### config.mk
export PLATFORM = sky130hd
export DESIGN_NAME = rie_top
export DESIGN_NICKNAME = d
export VERILOG_FILES = /design/src/rie_pkg.sv /design/src/rie_countdown.sv /design/src/rie_top.sv
export SDC_FILE = /design/constraint.sdc
export NUM_CORES = 1
export LEC_CHECK = 0
export ABC_CLOCK_PERIOD_IN_PS = 1800
export BUFFER_PORTS_ARGS = -buffer_cell sky130_fd_sc_hd__buf_2
export CAP_MARGIN = 10
export CORE_ASPECT_RATIO = 1.1
export CORE_MARGIN = 2
export CORE_UTILIZATION = 30
export DETAILED_ROUTE_END_ITERATION = 10
export SYNTH_ARGS = -nofsm -noshare
export SYNTH_HDL_FRONTEND = slang
export SYNTH_SLANG_ARGS = --single-unit
### constraint.sdc
create_clock -name clk_sys -period 1.8 [get_ports clk_sys]
set_input_delay 0.27 -clock clk_sys [delete_from_list [all_inputs] [get_ports clk_sys]]
set_output_delay 0.27 -clock clk_sys [all_outputs]
set_load 0.05 [all_outputs]
### src/rie_pkg.sv
package rie_pkg;

  // Register byte addresses
  localparam logic [31:0] ADDR_ENABLE = 32'h0020_4018;
  localparam logic [31:0] ADDR_COUNTDOWN = 32'h0020_401c;
  localparam logic [31:0] ADDR_FLAGS = 32'h0020_4020;

  // Event bit positions, shared by enable and flag registers
  localparam int BIT_TICK1 = 9;
  localparam int BIT_TICK0 = 8;
  localparam int BIT_HALF = 7;
  localparam int BIT_RSVD = 6;
  localparam int BIT_HOUR = 5;
  localparam int BIT_SECOND = 4;
  localparam int BIT_DAY = 3;
  localparam int BIT_ALARM = 2;
  localparam int BIT_MINUTE = 1;
  localparam int BIT_TIMEOUT = 0;

  localparam int EVT_W = 10;
  localparam int CD_W = 6;
  localparam int HALF_DIV_W = 24;

  localparam logic [EVT_W-1:0] ENABLE_WMASK = 10'h3bf;
  localparam logic [EVT_W-1:0] ENABLE_RESET = 10'h000;
  localparam logic [EVT_W-1:0] FLAGS_RESET = 10'h000;

  // All ones in the countdown field is the expired value, -1
  localparam logic [CD_W-1:0] CD_EXPIRED = 6'h3f;
  localparam logic [CD_W-1:0] CD_RESET = 6'h3f;
  localparam logic [CD_W-1:0] CD_ZERO = 6'h00;
  localparam logic [CD_W-1:0] CD_STEP = 6'h01;

  // Half-second divider from the system clock
  localparam int CLK_HZ = 20_000_000;
  localparam int HALF_SEC_MS = 500;
  localparam int HALF_SEC_CYCLES = CLK_HZ / 1000 * HALF_SEC_MS;

  typedef struct packed {
    logic [CD_W-1:0] value;
    logic timeout;
  } rie_cd_state_t;

  typedef struct packed {
    logic [EVT_W-1:0] enable;
    logic [EVT_W-1:0] flags;
    logic [HALF_DIV_W-1:0] half_div;
    logic [31:0] rd_data;
    logic irq;
  } rie_top_state_t;

  localparam rie_cd_state_t CD_STATE_RESET = '{
    value: CD_RESET,
    timeout: 1'b0
  };

  localparam rie_top_state_t TOP_STATE_RESET = '{
    enable: ENABLE_RESET,
    flags: FLAGS_RESET,
    half_div: 24'h000000,
    rd_data: 32'h0000_0000,
    irq: 1'b0
  };

endpackage

### src/rie_countdown.sv
`timescale 1ns/100ps
`default_nettype none

module rie_countdown (
  // Clock and reset
  input wire logic clk_sys,
  input wire logic rst_n,
  // Control
  input wire logic minute_tick,
  input wire logic load,
  input wire logic [rie_pkg::CD_W-1:0] load_value,
  // State
  output logic [rie_pkg::CD_W-1:0] value,
  output logic timeout
);

  rie_pkg::rie_cd_state_t st;
  rie_pkg::rie_cd_state_t next_st;

  // A load in the same cycle as a minute tick wins and loses that tick
  always_comb begin
    next_st = st;
    next_st.timeout = 1'b0;
    if (load) begin
      next_st.value = load_value;
    end else if (minute_tick) begin
      if (st.value == rie_pkg::CD_EXPIRED) begin
        next_st.timeout = 1'b1;
      end else begin
        next_st.value = st.value - rie_pkg::CD_STEP;
        next_st.timeout = (st.value == rie_pkg::CD_ZERO);
      end
    end
  end

  always_ff @(posedge clk_sys or negedge rst_n) begin
    if (!rst_n) begin
      st <= rie_pkg::CD_STATE_RESET;
    end else begin
      st <= next_st;
    end
  end

  assign value = st.value;
  assign timeout = st.timeout;

  property p_cd_hold;
    @(posedge clk_sys) disable iff (!rst_n)
      st.value == rie_pkg::CD_EXPIRED && !load
      |=> st.value == rie_pkg::CD_EXPIRED;
  endproperty
  a_cd_hold: assert property (p_cd_hold)
    else $error("expired countdown moved without a load");

  property p_cd_dec;
    @(posedge clk_sys) disable iff (!rst_n)
      minute_tick && !load && st.value != rie_pkg::CD_EXPIRED
      |=> st.value == $past(st.value) - rie_pkg::CD_STEP;
  endproperty
  a_cd_dec: assert property (p_cd_dec)
    else $error("minute tick did not decrement countdown");

  property p_cd_stable;
    @(posedge clk_sys) disable iff (!rst_n)
      !minute_tick && !load |=> $stable(st.value);
  endproperty
  a_cd_stable: assert property (p_cd_stable)
    else $error("countdown changed with no tick or load");

endmodule

`default_nettype wire

### src/rie_top.sv
// Added by the designer: strobed register access.
`timescale 1ns/100ps
`default_nettype none

module rie_top #(
  parameter int HALF_SEC_CYCLES = rie_pkg::HALF_SEC_CYCLES
) (
  // System
  input wire logic clk_sys,
  input wire logic reset_n,
  // Register port
  input wire logic [31:0] reg_addr,
  input wire logic [31:0] reg_wr_data,
  input wire logic reg_wr,
  input wire logic reg_rd,
  output logic [31:0] reg_rd_data,
  // Time-of-day events, one-cycle pulses
  input wire logic sampling_tick_1,
  input wire logic sampling_tick_0,
  input wire logic hour_tick,
  input wire logic second_tick,
  input wire logic day_rollover,
  input wire logic alarm_match,
  input wire logic minute_tick,
  // Interrupt
  output logic irq
);

  localparam logic [rie_pkg::HALF_DIV_W-1:0] HALF_LAST =
    rie_pkg::HALF_DIV_W'(HALF_SEC_CYCLES - 1);

  logic rst_meta_n;
  logic rst_n;
  rie_pkg::rie_top_state_t st;
  rie_pkg::rie_top_state_t next_st;
  logic [rie_pkg::EVT_W-1:0] events;
  logic [rie_pkg::EVT_W-1:0] set_mask;
  logic half_tick;
  logic cd_load;
  logic [rie_pkg::CD_W-1:0] cd_value;
  logic cd_timeout;
  logic wr_enable;
  logic wr_flags;

  function automatic logic hit(
    input logic [31:0] addr,
    input logic [31:0] offset
  );
    hit = (addr == offset);
  endfunction

  // Release of reset is synchronised; assertion stays asynchronous
  always_ff @(posedge clk_sys or negedge reset_n) begin
    if (!reset_n) begin
      rst_meta_n <= 1'b0;
      rst_n <= 1'b0;
    end else begin
      rst_meta_n <= 1'b1;
      rst_n <= rst_meta_n;
    end
  end

  assign wr_enable = reg_wr && hit(reg_addr, rie_pkg::ADDR_ENABLE);
  assign wr_flags = reg_wr && hit(reg_addr, rie_pkg::ADDR_FLAGS);
  assign cd_load = reg_wr && hit(reg_addr, rie_pkg::ADDR_COUNTDOWN);

  rie_countdown u_countdown (
    .clk_sys(clk_sys),
    .rst_n(rst_n),
    .minute_tick(minute_tick),
    .load(cd_load),
    .load_value(reg_wr_data[rie_pkg::CD_W-1:0]),
    .value(cd_value),
    .timeout(cd_timeout)
  );

  // Divider stops and clears while disabled, so the first event after
  // enabling comes a full half second later
  assign half_tick = st.enable[rie_pkg::BIT_HALF] &&
    (st.half_div == HALF_LAST);

  always_comb begin
    events = '0;
    events[rie_pkg::BIT_TICK1] = sampling_tick_1;
    events[rie_pkg::BIT_TICK0] = sampling_tick_0;
    events[rie_pkg::BIT_HALF] = half_tick;
    events[rie_pkg::BIT_HOUR] = hour_tick;
    events[rie_pkg::BIT_SECOND] = second_tick;
    events[rie_pkg::BIT_DAY] = day_rollover;
    events[rie_pkg::BIT_ALARM] = alarm_match;
    events[rie_pkg::BIT_MINUTE] = minute_tick;
    events[rie_pkg::BIT_TIMEOUT] = cd_timeout;
  end

  // Disabled events are dropped here and never reach a flag
  assign set_mask = events & st.enable;

  always_comb begin
    next_st = st;
    if (!st.enable[rie_pkg::BIT_HALF] || half_tick) begin
      next_st.half_div = '0;
    end else begin
      next_st.half_div = st.half_div + 24'h000001;
    end
    if (wr_enable) begin
      next_st.enable = reg_wr_data[rie_pkg::EVT_W-1:0] &
        rie_pkg::ENABLE_WMASK;
    end
    if (wr_flags) begin
      next_st.flags = st.flags & ~reg_wr_data[rie_pkg::EVT_W-1:0];
    end
    // Set after clear, so an event in the clearing cycle survives
    next_st.flags = next_st.flags | set_mask;
    next_st.rd_data = '0;
    if (reg_rd) begin
      if (hit(reg_addr, rie_pkg::ADDR_ENABLE)) begin
        next_st.rd_data[rie_pkg::EVT_W-1:0] = st.enable;
      end else if (hit(reg_addr, rie_pkg::ADDR_COUNTDOWN)) begin
        next_st.rd_data[rie_pkg::CD_W-1:0] = cd_value;
      end else if (hit(reg_addr, rie_pkg::ADDR_FLAGS)) begin
        next_st.rd_data[rie_pkg::EVT_W-1:0] = st.flags;
      end else begin
        next_st.rd_data = '0;
      end
    end
    next_st.irq = |(next_st.flags & next_st.enable);
  end

  always_ff @(posedge clk_sys or negedge rst_n) begin
    if (!rst_n) begin
      st <= rie_pkg::TOP_STATE_RESET;
    end else begin
      st <= next_st;
    end
  end

  assign reg_rd_data = st.rd_data;
  assign irq = st.irq;

  property p_tick1_set;
    @(posedge clk_sys) disable iff (!rst_n)
      sampling_tick_1 && st.enable[rie_pkg::BIT_TICK1]
      |=> st.flags[rie_pkg::BIT_TICK1];
  endproperty
  a_tick1_set: assert property (p_tick1_set)
    else $error("enabled sampling tick 1 did not set its flag");

  property p_tick0_set;
    @(posedge clk_sys) disable iff (!rst_n)
      sampling_tick_0 && st.enable[rie_pkg::BIT_TICK0]
      |=> st.flags[rie_pkg::BIT_TICK0];
  endproperty
  a_tick0_set: assert property (p_tick0_set)
    else $error("enabled sampling tick 0 did not set its flag");

  property p_tick1_block;
    @(posedge clk_sys) disable iff (!rst_n)
      !st.enable[rie_pkg::BIT_TICK1] && !st.flags[rie_pkg::BIT_TICK1]
      |=> !st.flags[rie_pkg::BIT_TICK1];
  endproperty
  a_tick1_block: assert property (p_tick1_block)
    else $error("disabled sampling tick 1 set its flag");

  property p_tick0_block;
    @(posedge clk_sys) disable iff (!rst_n)
      !st.enable[rie_pkg::BIT_TICK0] && !st.flags[rie_pkg::BIT_TICK0]
      |=> !st.flags[rie_pkg::BIT_TICK0];
  endproperty
  a_tick0_block: assert property (p_tick0_block)
    else $error("disabled sampling tick 0 set its flag");

  property p_half_on;
    @(posedge clk_sys) disable iff (!rst_n)
      st.enable[rie_pkg::BIT_HALF] && st.half_div == HALF_LAST
      |=> st.flags[rie_pkg::BIT_HALF] && st.half_div == '0;
  endproperty
  a_half_on: assert property (p_half_on)
    else $error("half-second event missing at divider end");

  property p_half_off;
    @(posedge clk_sys) disable iff (!rst_n)
      !st.enable[rie_pkg::BIT_HALF] && !st.flags[rie_pkg::BIT_HALF]
      |=> !st.flags[rie_pkg::BIT_HALF] && st.half_div == '0;
  endproperty
  a_half_off: assert property (p_half_off)
    else $error("half-second event while generation is off");

  property p_rsvd_bit;
    @(posedge clk_sys) disable iff (!rst_n)
      reg_rd |=> !reg_rd_data[rie_pkg::BIT_RSVD] &&
      !st.enable[rie_pkg::BIT_RSVD] && !st.flags[rie_pkg::BIT_RSVD];
  endproperty
  a_rsvd_bit: assert property (p_rsvd_bit)
    else $error("reserved enable bit 6 is not zero");

  property p_hour_set;
    @(posedge clk_sys) disable iff (!rst_n)
      hour_tick && st.enable[rie_pkg::BIT_HOUR]
      |=> st.flags[rie_pkg::BIT_HOUR];
  endproperty
  a_hour_set: assert property (p_hour_set)
    else $error("enabled hour event did not set its flag");

  property p_hour_block;
    @(posedge clk_sys) disable iff (!rst_n)
      !st.enable[rie_pkg::BIT_HOUR] && !st.flags[rie_pkg::BIT_HOUR]
      |=> !st.flags[rie_pkg::BIT_HOUR];
  endproperty
  a_hour_block: assert property (p_hour_block)
    else $error("disabled hour event set its flag");

  property p_second_set;
    @(posedge clk_sys) disable iff (!rst_n)
      second_tick && st.enable[rie_pkg::BIT_SECOND]
      |=> st.flags[rie_pkg::BIT_SECOND];
  endproperty
  a_second_set: assert property (p_second_set)
    else $error("enabled seconds event did not set its flag");

  property p_second_block;
    @(posedge clk_sys) disable iff (!rst_n)
      !st.enable[rie_pkg::BIT_SECOND] && !st.flags[rie_pkg::BIT_SECOND]
      |=> !st.flags[rie_pkg::BIT_SECOND];
  endproperty
  a_second_block: assert property (p_second_block)
    else $error("disabled seconds event set its flag");

  property p_day_set;
    @(posedge clk_sys) disable iff (!rst_n)
      day_rollover && st.enable[rie_pkg::BIT_DAY]
      |=> st.flags[rie_pkg::BIT_DAY];
  endproperty
  a_day_set: assert property (p_day_set)
    else $error("enabled midnight event did not set its flag");

  property p_day_block;
    @(posedge clk_sys) disable iff (!rst_n)
      !st.enable[rie_pkg::BIT_DAY] && !st.flags[rie_pkg::BIT_DAY]
      |=> !st.flags[rie_pkg::BIT_DAY];
  endproperty
  a_day_block: assert property (p_day_block)
    else $error("disabled midnight event set its flag");

  property p_alarm_gate;
    @(posedge clk_sys) disable iff (!rst_n)
      !st.flags[rie_pkg::BIT_ALARM]
      |=> st.flags[rie_pkg::BIT_ALARM] ==
      $past(alarm_match && st.enable[rie_pkg::BIT_ALARM]);
  endproperty
  a_alarm_gate: assert property (p_alarm_gate)
    else $error("alarm flag does not follow gated alarm match");

  property p_minute_set;
    @(posedge clk_sys) disable iff (!rst_n)
      minute_tick && st.enable[rie_pkg::BIT_MINUTE]
      |=> st.flags[rie_pkg::BIT_MINUTE];
  endproperty
  a_minute_set: assert property (p_minute_set)
    else $error("enabled minute event did not set its flag");

  property p_minute_block;
    @(posedge clk_sys) disable iff (!rst_n)
      !st.enable[rie_pkg::BIT_MINUTE] && !st.flags[rie_pkg::BIT_MINUTE]
      |=> !st.flags[rie_pkg::BIT_MINUTE];
  endproperty
  a_minute_block: assert property (p_minute_block)
    else $error("disabled minute event set its flag");

  property p_expired_post;
    @(posedge clk_sys) disable iff (!rst_n)
      minute_tick && !cd_load && cd_value == rie_pkg::CD_EXPIRED &&
      st.enable[rie_pkg::BIT_TIMEOUT] && !wr_enable
      |=> ##1 st.flags[rie_pkg::BIT_TIMEOUT];
  endproperty
  a_expired_post: assert property (p_expired_post)
    else $error("timeout not posted on minute tick at minus one");

  property p_zero_expire;
    @(posedge clk_sys) disable iff (!rst_n)
      minute_tick && !cd_load && cd_value == rie_pkg::CD_ZERO
      |=> cd_value == rie_pkg::CD_EXPIRED && cd_timeout;
  endproperty
  a_zero_expire: assert property (p_zero_expire)
    else $error("countdown did not expire to minus one");

  property p_cd_read;
    @(posedge clk_sys) disable iff (!rst_n)
      reg_rd && hit(reg_addr, rie_pkg::ADDR_COUNTDOWN)
      |=> reg_rd_data == {26'h0000000, $past(cd_value)};
  endproperty
  a_cd_read: assert property (p_cd_read)
    else $error("countdown read has nonzero upper bits");

  property p_set_wins;
    @(posedge clk_sys) disable iff (!rst_n)
      wr_flags && second_tick && st.enable[rie_pkg::BIT_SECOND]
      |=> st.flags[rie_pkg::BIT_SECOND];
  endproperty
  a_set_wins: assert property (p_set_wins)
    else $error("event lost against a flag clear");

  property p_flag_clear;
    @(posedge clk_sys) disable iff (!rst_n)
      wr_flags && reg_wr_data[rie_pkg::BIT_HOUR] &&
      !(hour_tick && st.enable[rie_pkg::BIT_HOUR])
      |=> !st.flags[rie_pkg::BIT_HOUR];
  endproperty
  a_flag_clear: assert property (p_flag_clear)
    else $error("writing one did not clear the hour flag");

  property p_timeout_flag;
    @(posedge clk_sys) disable iff (!rst_n)
      cd_timeout && st.enable[rie_pkg::BIT_TIMEOUT]
      |=> st.flags[rie_pkg::BIT_TIMEOUT];
  endproperty
  a_timeout_flag: assert property (p_timeout_flag)
    else $error("countdown timeout did not set its flag");

  property p_irq_level;
    @(posedge clk_sys) disable iff (!rst_n)
      irq == (|(st.flags & st.enable));
  endproperty
  a_irq_level: assert property (p_irq_level)
    else $error("interrupt does not match enabled flags");

  property p_rd_once;
    @(posedge clk_sys) disable iff (!rst_n)
      !reg_rd |=> reg_rd_data == 32'h0000_0000;
  endproperty
  a_rd_once: assert property (p_rd_once)
    else $error("read data stands outside the answer cycle");

endmodule

`default_nettype wire

After elaboration in Yosys (flattened, before gate mapping)
Cells that the tools add are included.
W data, S select, Z words.
Storage, ports and cells
  input port bits: 75
  logic and storage cells: 46
  register bits: 86
  output and inout bits: 33
Cells by class
  eq/ne operators: 6
  reductions and logical operators: 10
  add/subtract/negate cells: 2
  bitwise logic cells: 5
  muxes and demuxes: 14
Operators by type and width (number)
  $eq A32 B22 Y1 const B: 3
  $mux W10: 4
  $mux W32: 1
  $and A10 B10 Y10: 3
  $add A24 B1 Y24 const B: 1
  $eq A24 B24 Y1 const B: 1
  $mux W24: 1
  $mux W22: 1
  $mux W6: 3
  $not A10 Y10: 1
  $or A10 B10 Y10: 1
  $reduce_or A10 Y1: 1
  $mux W7: 1
  $eq A6 B6 Y1 const B: 1
  $logic_not A6 Y1: 1
  $sub A6 B1 Y6 const B: 1
  $logic_and A1 B1 Y1: 4
  $mux W4: 1
  $mux W1: 2
  $ne A2 B2 Y1 const B: 1
  $reduce_and A2 Y1: 1
  $reduce_bool A2 Y1: 1
  $logic_not A1 Y1: 1
  $logic_or A1 B1 Y1: 1

Longest topological paths before layout
  depth after elaboration: 6
  depth in mapped cells: 7
  depth with buffers taken out: 7

By module
From an unflattened synthesis, not the netlist that was laid out.
Second synthesis, totals
  cells, all modules: 368
  area total of the unflattened synthesis: 3787.4 um2
By module, submodules not included
  rie_top: cells each 314, area each 3283.1 um2, instances 1, seq. area each 1426.4 um2
  rie_countdown: cells each 54, area each 504.2 um2, instances 1, seq. area each 182.7 um2

Least setup slack after synthesis
OpenSTA, ideal clock, no wires.
  path type: input-to-reg
  from: input port reg_addr[8]
  to: register st, in the netlist irq
  stages on the path: 7
  setup slack: -0.257 ns
  data required time: 1.664 ns
  arrival time: 1.922 ns
  cells stage by stage: nor4_2 -> nand4_1 -> buf_4 -> o41a_1 -> o221a_2 -> a2111oi_2 -> nand4b_1
RTL lines
  start: declaration: line rie_top.sv:12  | input wire logic [31:0] reg_addr,
  end signal: assignment: line rie_top.sv:131  | st <= rie_pkg::TOP_STATE_RESET;
  end signal: assignment: line rie_top.sv:133  | st <= next_st;
  end: declaration: line rie_top.sv:34  | rie_pkg::rie_top_state_t st;

==> metrics.md <==
| Metric | Value |
|---|---|
| # setup viols final | 1 |
| Final Cycle Share | 1.08 |
| Maximum vdd ir drop | 0.000381 V |
| Syn_area_per_cell | slightly above 10 um^2 |
| Total CTS buffers | 9 |
| Top cell type by total area after synthesis | dfrtp_1 |
| Ys flop type | dfrtp_1 |
| Reg clk slew, reported paths | ~50 ps |
| Hpwl dp | 6.61 mm |
| Drt drc | 0 |
| Synthesized instance count | 340 |
| Finished Cell Area | 4530 um^2 |
| Largest net degree at the start of global routing | 47 |
| Post-synth EDFFs | 0 |
| Minimum clock period | roughly 2000 ps |
| Post-place setup slack | -552 ps |
| Max-slew headroom | 0.556 |
| Post-layout nets | between 500 and 600 |
| DIE HEIGHT | 116 um |
| DIE WIDTH | 106 um |
| P per Cell Area | just under 900 nW/um^2 |
| CP required | roughly 2000 ps |
| Total GRT Usage | 0.152 |
| Status | complete, but fails checks |
| Reg2Reg Depth | 5 |
| Synth area leaders | dfrtp_1 42%, buf_4 7.2%, xor2_1 4.8%, dfstp_2 4.6%, nand2_1 3.5% |
| Vias in the first global route | between 2000 and 3000 |
| Fmax | around 510 MHz |
| Row cnt | 41 |
| Post-DR wirelength/cell | approximately 15 um |
| H-tree levels | 3 |
| First DRT Iteration DRCs | 170 |
| Antenna-violating nets left | 0 |
| GP Congestion | 0.895 |
| Vias | slightly below 3000 |
| Initial antenna violation count | 0 |
| Ys async rst share | 1.00 |
| Final WS setup | -153 ps |
| Slew Viols, Final | 0 |
| Placed inst area | about 4000 um^2 |
| First-pass GRT wire length | approximately 15 mm |
| Initial Util | 0.304 |
| Total die area | about 12000 um^2 |
| Final Non-Filler Cells | 587 |
| Worst-Margin Slew | between 600 and 700 ps |
| R2r setup slk | approximately 30 ps |
| Placed Cells | approximately 570 |
| Clock buffer depth | 2 |
| Fin. Hold Viols | 0 |
| Core area | around 11000 um^2 |
| Hold path startpoint | reg_wr_data[6] |
| Endpoint of the worst hold path | st[63] |
| Setup CP Type | primary input to flop |
| Area Growth Syn to Fin | 31.3% |
| Leak | about 2.2 nW |
| Synth cell types | 50 |
| Final Total Pwr | between 3 and 4 mW |
| Post-synth top area share | 0.421 |
| Worst Hold Class | primary input to flop |
| Clock Latency Late Sink | around 330 ps |
| Clock Skew | approximately 8.2 ps |
| Root Driver | clkbuf_16 |
| RR Startpoint | st[60] |
| Crit. End Element | flop |
| R2R Path End | irq |
| Detailed Routing Iterations Pass 1 | 6 |
| Worst Hold Depth | 2 |
| Unrepaired setup endpoints after global routing | true |
| Yosys warning count | 0 |
| Setup crit start kind | primary input |
| Layout cells sized above 1 | 0.334 |
| Worst hold slack | 140 ps |
| Failing checks | negative setup slack |
| TNS Setup | -153 ps |
| Util after Layout | 0.399 |
| Grt ovf | 0 |
| Vias per cell | roughly 5 |
| CTS tree | yes |
| Number of synthesized register bits | 64 |
| Synthesized cell area | between 3000 and 4000 um^2 |
| Io pins | between 100 and 150 |
| Crit path max fanout | 4 |
| # diodes | 0 |
| I/O Buffers | 63 |
| Total wire length | around 9 mm |
| Seq/Total Area, Yosys | 0.466 |
| Arr. time, crit path | approximately 2200 ps |
| CTS Sinks | 64 |
| Max-Cap Viols | 0 |
-- cell usage after synthesis (all sizes together), types with 4 or more instances --
cell type,number
nor4,8
o41a,5
inv,12
xor2,19
nand3,16
o221ai,5
nor4b,4
clkbuf,5
mux2i,5
a222oi,7
nand4,7
and4,4
dfstp,6
o21ai,7
nor2b,10
a21o,7
a22oi,4
dfrtp,58
and3,8
nand2,32
nor2,31
nor3,4
buf,35
xnor2,8
-- state kept, by name, summed over array words and instances, names as in the netlist --
| name | count |
|---|---|
| u_countdown.timeout | 1 |
| u_countdown.value | 6 |
| reg_rd_data | 10 |
| rst_meta_n | 1 |
| rst_n | 1 |
| irq | 1 |
| st | 44 |
-- how the worst max path moves through the flow --
stage,startpoint,endpoint,slack [ps],cells past startpoint
detailed placement,reg_addr[20],irq,-550,8
global placement,reg_addr[20],irq,-470,8
finish,reg_addr[6],irq,-150,7
CTS,reg_addr[15],irq,-120,7
global route,reg_addr[6],irq,-250,7
floorplan,reg_addr[8],irq,-260,7
-- power breakdown --
group / switching (mW) / internal, mW
Sequential: 0.108 / 1.56
Clock: 0.666 / 1.11
Combinational: 0.294 / 0.206
-- logic make-up after synthesis --
logic type               synth area share
flip-flops                          0.466
AND/OR/NAND/NOR                     0.213
adder cells (fa/ha/maj)            0.0109
AO/OA/AOI/OAI                       0.124
other                             0.00218
multiplexers                       0.0210
XOR/XNOR                           0.0686
buffers and inverters              0.0932
-- metal layers --
metal / vias up / wire length, um / track usage / share of wire
li1: 1352 / - / - / -
met1: 1431 / 3860 / 0.187 / 0.43
met2: 96 / 4640 / 0.258 / 0.51
met5: - / 0 / 0 / 0
met3: 15 / 388 / 0.0313 / 0.043
met4: 0 / 179 / 0.0711 / 0.020
-- repair_timing --
| item | CTS | global route |
|---|---|---|
| endpoints found under the hold margin | 2 | 0 |
| pin swaps | 6 | 10 |
| hold buffers | 1 | 0 |
| endpoints found under the setup margin | 1 | 12 |
| resized for setup | 14 | 14 |
| setup buffers | 2 | 1 |
-- worst max-delay path, stage by stage --
cell,delay (ps)
buf_6,100
nor4_4,260
nand4_1,190
or4_4,610
o221a_1,310
a2111oi_4,270
nand4b_1,130
-- cell usage in the layout, fill, tap and decap left out, types with 6 or more instances in the layout --
| master | instances |
|---|---|
| buf_2 | 57 |
| dfrtp_1 | 56 |
| buf_4 | 32 |
| nand2_1 | 31 |
| nor2_1 | 31 |
| conb_1 | 23 |
| xor2_1 | 19 |
| nand3_1 | 16 |
| inv_1 | 12 |
| nor2b_1 | 10 |
| clkbuf_16 | 9 |
| and3_1 | 8 |
| xnor2_1 | 8 |
| buf_6 | 8 |
| nand4_1 | 7 |
| o21ai_0 | 7 |
| a21o_1 | 7 |
| a222oi_1 | 7 |
| dfstp_2 | 6 |
-- layout make-up --
type	count	area [um^2]
Inverter	12	45.0
Sequential cell	64	1610
Clock buffer	10	239
Multi-Input combinational cell	245	1710
Fill cell	1144	6810
Clock inverter	6	67.6
Timing Repair Buffer	100	666
Tap cell	150	188
Note: power is estimated with default switching activity, not from simulation.
